[config.mk]
export PLATFORM = sky130hd
export DESIGN_NAME = vpm_map_regs
export DESIGN_NICKNAME = d
export VERILOG_FILES = /design/src/logic/vpm_pkg.sv /design/src/logic/vpm_map_regs.sv
export SDC_FILE = /design/constraint.sdc
export NUM_CORES = 1
export LEC_CHECK = 0
export BUFFER_PORTS_ARGS = -buffer_cell sky130_fd_sc_hd__buf_4
export CAP_MARGIN = 10
export CORE_ASPECT_RATIO = 1.25
export CORE_MARGIN = 5
export CORE_UTILIZATION = 35
export DETAILED_ROUTE_END_ITERATION = 6
export REMOVE_ABC_BUFFERS = 1
export SETUP_SLACK_MARGIN = 0.2
export SLEW_MARGIN = 20
export SYNTH_ARGS = -nofsm -noshare
export SYNTH_HDL_FRONTEND = slang
export SYNTH_SLANG_ARGS = --single-unit
[constraint.sdc]
create_clock -name clk -period 10.5 [get_ports clk]
set_input_delay 3.15 -clock clk [delete_from_list [all_inputs] [get_ports clk]]
set_output_delay 3.15 -clock clk [all_outputs]
set_load 0.01 [all_outputs]
[src/logic/vpm_pkg.sv]
package vpm_pkg;
  // Exception level encodings on the current_el port.
  localparam logic [1:0] EL0 = 2'h0;
  localparam logic [1:0] EL1 = 2'h1;
  localparam logic [1:0] EL2 = 2'h2;
  localparam logic [1:0] EL3 = 2'h3;

  // System-instruction encodings of the three registers.
  localparam logic [1:0] OP0_SYS  = 2'h3;
  localparam logic [2:0] OP1_SYS  = 3'h4;
  localparam logic [3:0] CRN_SYS  = 4'ha;
  localparam logic [3:0] CRM_MAP  = 4'h6;
  localparam logic [3:0] CRM_VLD  = 4'h4;
  localparam logic [2:0] OP2_MAP6 = 3'h6;
  localparam logic [2:0] OP2_MAP7 = 3'h7;
  localparam logic [2:0] OP2_VLD  = 3'h1;

  // Save-area offsets used under memory redirection.
  localparam logic [11:0] SAVE_OFS_MAP6 = 12'h970;
  localparam logic [11:0] SAVE_OFS_MAP7 = 12'h978;
  localparam logic [11:0] SAVE_OFS_VLD  = 12'h938;

  localparam logic [5:0] TRAP_CLASS = 6'h18;

  // Presence thresholds on the highest map register index.
  localparam logic [2:0] MAP6_MIN_INDEX = 3'h5;
  localparam logic [2:0] MAP7_INDEX     = 3'h7;

  // Field layout.
  localparam int ENTRY_W     = 16;
  localparam int ENTRIES     = 8;
  localparam int PER_REG     = 4;
  localparam int VALID_W     = 32;
  localparam int FIRST_VID   = 24;
  localparam logic [1:0] COVERED_VID_HI = 2'h3;

  localparam logic TRAP_RESET = 1'b1;

  typedef enum logic [2:0] {
    VPM_DIRECT = 3'h0,
    VPM_UNDEF  = 3'h1,
    VPM_TRAP2  = 3'h3,
    VPM_TRAP3  = 3'h2,
    VPM_NESTED_VIRT_SAVE_AREA  = 3'h6
  } vpm_outcome_t;
endpackage

[src/logic/vpm_map_regs.sv]
`timescale 1ns/1ps
module vpm_map_regs (
  input  wire logic        clk,
  input  wire logic        sys_rst,
  input  wire logic        acc_valid,
  input  wire logic        acc_write,
  input  wire logic [1:0]  acc_op0,
  input  wire logic [2:0]  acc_op1,
  input  wire logic [3:0]  acc_crn,
  input  wire logic [3:0]  acc_crm,
  input  wire logic [2:0]  acc_op2,
  input  wire logic [63:0] acc_wdata,
  input  wire logic [1:0]  current_el,
  input  wire logic        el2_enabled,
  input  wire logic        el3_present,
  input  wire logic        nested_virt_enable,
  input  wire logic        nested_virt_memory_redirect,
  input  wire logic        halted,
  input  wire logic        secure_debug_disable,
  input  wire logic        hypervisor_control_present,
  input  wire logic [2:0]  highest_map_register_index,
  input  wire logic        kernel_level_map_enable,
  input  wire logic        user_level_map_enable,
  input  wire logic        trap_wr,
  input  wire logic        trap_wr_value,
  input  wire logic        xlate_valid,
  input  wire logic        xlate_from_kernel,
  input  wire logic [4:0]  xlate_vid,
  output logic             acc_done,
  output logic             acc_undef,
  output logic             acc_trap,
  output logic             acc_trap_to_el3,
  output logic [5:0]       acc_trap_class,
  output logic [63:0]      acc_rdata,
  output logic             nv_mem_valid,
  output logic             nv_mem_write,
  output logic [11:0]      nv_mem_offset,
  output logic [63:0]      nv_mem_wdata,
  output logic             lower_level_access_trap,
  output logic             xlate_done,
  output logic             xlate_hit,
  output logic [15:0]      xlate_pid
);

  logic [vpm_pkg::ENTRY_W-1:0] entry_r [vpm_pkg::ENTRIES];
  logic [vpm_pkg::VALID_W-1:0] valid_r;
  logic                        trap_r;

  logic                  enc_hit;
  logic                  sel_map6;
  logic                  sel_map7;
  logic                  sel_vld;
  logic                  sel_any;
  logic                  present;
  logic                  trap3_armed;
  logic                  trap3_blocked;
  vpm_pkg::vpm_outcome_t outcome;
  logic [63:0]           read_word;
  logic [11:0]           save_ofs;

  assign enc_hit = acc_op0 == vpm_pkg::OP0_SYS && acc_op1 == vpm_pkg::OP1_SYS
                   && acc_crn == vpm_pkg::CRN_SYS;
  assign sel_map6 = enc_hit && acc_crm == vpm_pkg::CRM_MAP
                    && acc_op2 == vpm_pkg::OP2_MAP6;
  assign sel_map7 = enc_hit && acc_crm == vpm_pkg::CRM_MAP
                    && acc_op2 == vpm_pkg::OP2_MAP7;
  assign sel_vld  = enc_hit && acc_crm == vpm_pkg::CRM_VLD
                    && acc_op2 == vpm_pkg::OP2_VLD;
  assign sel_any  = sel_map6 || sel_map7 || sel_vld;

  // Index zero leaves only register 0, so both thresholds below fail.
  always_comb begin
    present = 1'b0;
    if (sel_map6) begin
      present = hypervisor_control_present
                && highest_map_register_index > vpm_pkg::MAP6_MIN_INDEX;
    end else if (sel_map7) begin
      present = hypervisor_control_present
                && highest_map_register_index == vpm_pkg::MAP7_INDEX;
    end else if (sel_vld) begin
      present = hypervisor_control_present;
    end
  end

  assign trap3_armed   = el3_present && trap_r;
  assign trap3_blocked = halted && secure_debug_disable;

  always_comb begin
    outcome = vpm_pkg::VPM_UNDEF;
    if (!present) begin
      outcome = vpm_pkg::VPM_UNDEF;
    end else begin
      unique case (current_el)
        vpm_pkg::EL0: begin
          outcome = vpm_pkg::VPM_UNDEF;
        end
        vpm_pkg::EL1: begin
          if (el2_enabled && nested_virt_enable && nested_virt_memory_redirect) begin
            outcome = vpm_pkg::VPM_NESTED_VIRT_SAVE_AREA;
          end else if (el2_enabled && nested_virt_enable) begin
            if (trap3_armed) begin
              outcome = trap3_blocked ? vpm_pkg::VPM_UNDEF : vpm_pkg::VPM_TRAP3;
            end else begin
              outcome = vpm_pkg::VPM_TRAP2;
            end
          end else begin
            outcome = vpm_pkg::VPM_UNDEF;
          end
        end
        vpm_pkg::EL2: begin
          if (trap3_armed) begin
            outcome = trap3_blocked ? vpm_pkg::VPM_UNDEF : vpm_pkg::VPM_TRAP3;
          end else begin
            outcome = vpm_pkg::VPM_DIRECT;
          end
        end
        vpm_pkg::EL3: begin
          outcome = vpm_pkg::VPM_DIRECT;
        end
      endcase
    end
  end

  always_comb begin
    read_word = 64'h0;
    save_ofs  = vpm_pkg::SAVE_OFS_VLD;
    if (sel_map6) begin
      read_word = {entry_r[3], entry_r[2], entry_r[1], entry_r[0]};
      save_ofs  = vpm_pkg::SAVE_OFS_MAP6;
    end else if (sel_map7) begin
      read_word = {entry_r[7], entry_r[6], entry_r[5], entry_r[4]};
      save_ofs  = vpm_pkg::SAVE_OFS_MAP7;
    end else begin
      read_word = {32'h0, valid_r};
    end
  end

  // The storage has no reset: software programs it before use.
  genvar g;
  generate
    for (g = 0; g < vpm_pkg::ENTRIES; g++) begin : gen_entry
      localparam int LANE = g % vpm_pkg::PER_REG;
      logic sel_mine;
      assign sel_mine = (g < vpm_pkg::PER_REG) ? sel_map6 : sel_map7;
      always_ff @(posedge clk) begin
        if (acc_valid && acc_write && sel_mine && outcome == vpm_pkg::VPM_DIRECT) begin
          entry_r[g] <= acc_wdata[LANE*vpm_pkg::ENTRY_W +: vpm_pkg::ENTRY_W];
        end
      end
    end
  endgenerate

  always_ff @(posedge clk) begin
    if (acc_valid && acc_write && sel_vld && outcome == vpm_pkg::VPM_DIRECT) begin
      valid_r <= acc_wdata[vpm_pkg::VALID_W-1:0];
    end
  end

  always_ff @(posedge clk or posedge sys_rst) begin
    if (sys_rst) begin
      trap_r <= vpm_pkg::TRAP_RESET;
    end else if (trap_wr) begin
      trap_r <= trap_wr_value;
    end
  end

  assign lower_level_access_trap = trap_r;

  always_ff @(posedge clk or posedge sys_rst) begin
    if (sys_rst) begin
      acc_done        <= 1'b0;
      acc_undef       <= 1'b0;
      acc_trap        <= 1'b0;
      acc_trap_to_el3 <= 1'b0;
      acc_trap_class  <= 6'h0;
      acc_rdata       <= 64'h0;
    end else begin
      acc_done        <= acc_valid && sel_any;
      acc_undef       <= acc_valid && sel_any && outcome == vpm_pkg::VPM_UNDEF;
      acc_trap        <= acc_valid && sel_any && (outcome == vpm_pkg::VPM_TRAP2
                         || outcome == vpm_pkg::VPM_TRAP3);
      acc_trap_to_el3 <= acc_valid && sel_any && outcome == vpm_pkg::VPM_TRAP3;
      acc_trap_class  <= (acc_valid && sel_any && (outcome == vpm_pkg::VPM_TRAP2
                         || outcome == vpm_pkg::VPM_TRAP3)) ? vpm_pkg::TRAP_CLASS : 6'h0;
      acc_rdata       <= (acc_valid && !acc_write && sel_any
                         && outcome == vpm_pkg::VPM_DIRECT) ? read_word : 64'h0;
    end
  end

  // The block only names the save-area slot, direction and data; the load/store unit performs it.
  always_ff @(posedge clk or posedge sys_rst) begin
    if (sys_rst) begin
      nv_mem_valid  <= 1'b0;
      nv_mem_write  <= 1'b0;
      nv_mem_offset <= 12'h0;
      nv_mem_wdata  <= 64'h0;
    end else begin
      nv_mem_valid  <= acc_valid && sel_any && outcome == vpm_pkg::VPM_NESTED_VIRT_SAVE_AREA;
      nv_mem_write  <= acc_valid && acc_write && sel_any && outcome == vpm_pkg::VPM_NESTED_VIRT_SAVE_AREA;
      nv_mem_offset <= save_ofs;
      nv_mem_wdata  <= acc_wdata;
    end
  end

  logic [2:0] x_idx;
  logic       x_impl;
  logic       x_en;
  logic       x_hit;
  assign x_idx  = xlate_vid[2:0];
  assign x_impl = hypervisor_control_present && (x_idx[2]
                  ? highest_map_register_index == vpm_pkg::MAP7_INDEX
                  : highest_map_register_index > vpm_pkg::MAP6_MIN_INDEX);
  assign x_en   = xlate_from_kernel ? kernel_level_map_enable
                                    : user_level_map_enable;
  assign x_hit  = xlate_valid && el2_enabled && x_en && x_impl
                  && xlate_vid[4:3] == vpm_pkg::COVERED_VID_HI
                  && valid_r[xlate_vid];

  always_ff @(posedge clk or posedge sys_rst) begin
    if (sys_rst) begin
      xlate_done <= 1'b0;
      xlate_hit  <= 1'b0;
      xlate_pid  <= 16'h0;
    end else begin
      xlate_done <= xlate_valid;
      xlate_hit  <= x_hit;
      xlate_pid  <= x_hit ? entry_r[x_idx] : 16'h0;
    end
  end
endmodule

==> summary by stage <==
Logic synthesis
Synthesis handed over a netlist of 655 instances. The summed instance area of the synthesized netlist is 11800 µm². In this run the mean area of a mapped cell was 18.0 µm².

After synthesis, the share of flip-flops with an asynchronous set or reset is 49.4%. For this run, the register share of the synthesized area comes to 73.9%. By area the synthesized netlist is led by edfxtp_1 41%, dfrtp_1 33%, mux2i_1 7.1%.

In this run, synthesis inferred 160 flip-flops with an integrated enable. During synthesis, Yosys emitted a total of 0 warnings. The flip-flop and latch count after synthesis is 316. The flip-flop cell with the highest count after synthesis is edfxtp_1. The number of different library cells used by synthesis comes to 41. The area share of the largest cell type after synthesis is 40.8%. The synthesized design spends more area on one cell type than any other, namely edfxtp_1.

Global routing
In the global route stage, overall resource usage came out at 16.0%. The initial antenna violation count is 0. The number of global-route vias before repair is 7539.

The first global-routing pass estimated 45600 µm of wire. Global routing finished with a remaining overflow of 0. The pin count of the biggest net entering global routing is 95.

Routing
The number of DRC violations after detailed-routing iteration 0 is 425. The DRC violation count after routing is 0. The per-cell routed wire length is 21.8 µm.

The number of iterations in the first detailed-routing pass is 4. Using the TritonRoute via totals, the vias-per-cell ratio works out to 4.86. The count of nets left with antenna violations once routing finished came out at 0. The via count is 6672. The total detailed-routing wirelength is 29900 µm.

Clock network
The quantity of gates resized following cts is 0. At the later pin of the worst-skew pair, clock insertion delay measures 0.51 ns. The longest clock path from root to sink contains 3 buffers. After clock tree synthesis, the clock-pin slew on the worst setup and hold paths is 0.06 ns. In this run, CTS created clock tree buffers numbering 34.

Counting every sink on the clock net gives 316. TritonCTS built the clock tree. The CTS root buffer is clkbuf_16.

After clock tree synthesis, the setup repair step added 0 buffers. The total of hold buffers inserted after clock tree synthesis is 0. The H-tree generated during clock tree synthesis spans 2 levels.

Timing
Setup violations remaining at the end of the flow were counted as 0. The final max-slew violation count is 0. The shortest clock period the worst path allows after layout is 5.77 ns. The final-report hold violation count is 0. Setup repair after global routing left no endpoint under its margin. The clock tree skew after final layout is 0.0131 ns. Static timing analysis puts the maximum clock frequency at 0.173 GHz. The tightest hold path in the finished design has a slack of 0.549 ns. The post-route fraction of the period consumed by the critical path is 55.0%.

Headroom to the max-slew limit came out at 40.2%. At the pin with the least slew margin, the transition time is 0.896 ns.

Power and ir drop
The power per standard cell area is 174 nW/µm². Summed over all cells, the static leakage comes to 6.44 nW. VDD sags by at most 125 µV.

Setup path
The worst setup path is of the primary input to flip-flop kind. The capturing element type of the critical path is a flip-flop. The arrival time of data at the critical path endpoint is 5.92 ns. Setup slack on the worst reg-to-reg path comes out at 7.85 ns. In this run the worst path has a maximum fanout of 35. The required time of the critical path is 10.65 ns. The kind of start point of the critical path is a primary input.

Min path
The path class of the tightest hold or removal check is flip-flop to flip-flop.

Final layout
After the last flow step, the layout net total stands at 1032. The post-route standard cell area excluding fillers is 15300 µm². The layout filler cell count is 2909. The post-route netlist has 42.4% of its cells at a drive strength greater than 1. 0 antenna diodes ended up in the layout.

Compared with the post-synthesis result, the final layout area differs by 30.0%.

Die
The floorplan step set the die width to 174 µm. The floorplan step defined a core boundary enclosing 33400 µm². The number of rows in the core area is 75.

The die outline area is 37500 µm². The height of the chip is 215 µm. For this configuration, the core starts out at a cell density of 35.3%.

During I/O placement, the number of pins put on the boundary was 278.

Run status
The flow ran to the end, and the final reports show no timing, DRC or antenna violations.

Place
Input and output buffers added on the ports amount to 267. The HPWL after detailed placement is 19000 µm. Once placement finished, the instance area stood at 14200 µm². Routability-driven placement finished with a final weighted congestion of 0.764.

Run
The count of maximum capacitance violations is 0.
layout by cell type, fill, tap and decap left out, types with 4 or more instances in the layout:
cell         n
mux2i_1     84
nor4_2      25
clkinv_1     5
dfrtp_1    155
nor2_1      51
clkbuf_1     9
a211oi_1    32
conb_1      11
nand2_1      4
clkbuf_16   37
buf_4      280
nor4_1       5
edfxtp_1   160
mux4_2      33
synthesized netlist by cell type, types with 2 or more instances:
cell	instances
edfxtp_1	160
dfrtp_1	155
mux2i_1	84
nor2_1	52
mux4_2	33
a211oi_1	32
nor4_2	25
clkbuf_1	23
buf_4	16
buf_2	9
nor4_1	5
buf_6	4
inv_1	4
nand2_1	4
nand3_1	4
and3_1	3
and4_1	3
buf_1	3
nand4_1	3
nor4_4	3
nor4b_1	3
o21ai_0	3
and2_1	2
conb_1	2
mux2_2	2
nand2b_1	2
or4_1	2
power breakdown:
| part | switching, mW | leakage (nW) | internal, mW | total, mW |
|---|---|---|---|---|
| combinational | 0.0747 | 2.43 | 0.0672 | 0.142 |
| sequential | 0.00430 | 3.46 | 1.32 | 1.32 |
| clock | 0.467 | 0.554 | 0.737 | 1.20 |
| total | 0.546 | 6.44 | 2.12 | 2.67 |
registers in the layout (all words and copies together) (netlist names), 3 cells and up:
| name | flops |
|---|---|
| nv_mem_offset | 3 |
| xlate_pid | 16 |
| acc_rdata | 64 |
| nv_mem_wdata | 64 |
| valid_r | 32 |
| entry_r | 128 |
kinds of logic (layout without fill, tap and decap cells):
logic type / after synthesis / after routing / synth area share (%)
DFF: 316 / 316 / 73.9
AOI/OAI and AO/OA: 41 / 41 / 2.59
muxes: 119 / 119 / 13.6
other: 2 / 11 / 0.0637
buffers and inverters: 59 / 346 / 2.74
and+or+nand+nor: 118 / 118 / 7.04
through the flow:
stage | power, mW | setup slack [ns] | util [%] | cells | setup TNS, ns
final | 2.67 | 4.73 | 45.9 | 1374 | 0
after global routing | 2.77 | 4.62 | 45.9 | 1374 | 0
after CTS | 2.71 | 4.75 | 45.9 | 1374 | 0
after detailed placement | 1.49 | 4.20 | 42.4 | 1312 | 0
after global placement | 1.49 | 4.24 | 42.4 | 1312 | 0
after floorplan | 1.40 | -2.22 | - | 609 | -142.22
worst max-delay path, stage by stage:
cell and delay (ns):
buf_4 0.11, or4b_4 0.57, nor3_2 0.40, nand3_4 0.70, nor4b_2 0.49, buf_4 0.49
area by class of cell:
| cell class | count | area (µm²) | area share [%] |
|---|---|---|---|
| Tap cell | 423 | 529 | 3.45 |
| Inverter | 4 | 20.0 | 0.131 |
| Timing Repair Buffer | 280 | 2100 | 13.7 |
| Sequential cell | 316 | 8710 | 56.9 |
| Clock inverter | 13 | 140 | 0.915 |
| Multi-Input combinational cell | 289 | 2820 | 18.4 |
| Clock buffer | 49 | 1000 | 6.53 |
layer usage:
layer | global-route usage [%] | wire [µm]
met5 | 0 | 0
met4 | 5.39 | 796
met3 | 3.78 | 1770
met2 | 27.6 | 15200
met1 | 19.7 | 12200
final timing paths:
kind / cells past startpoint / end / start
max in group asynchronous: 3 / nv_mem_write / sys_rst
max: 6 / entry_r[2][5] / acc_crn[0]
min in group asynchronous: 2 / acc_undef / sys_rst
min: 2 / acc_rdata[5] / valid_r[5]
max reg2reg: 5 / entry_r[2][5] / lower_level_access_trap
min reg2reg: 2 / acc_rdata[5] / valid_r[5]
Note: power is estimated with default switching activity, not from simulation.
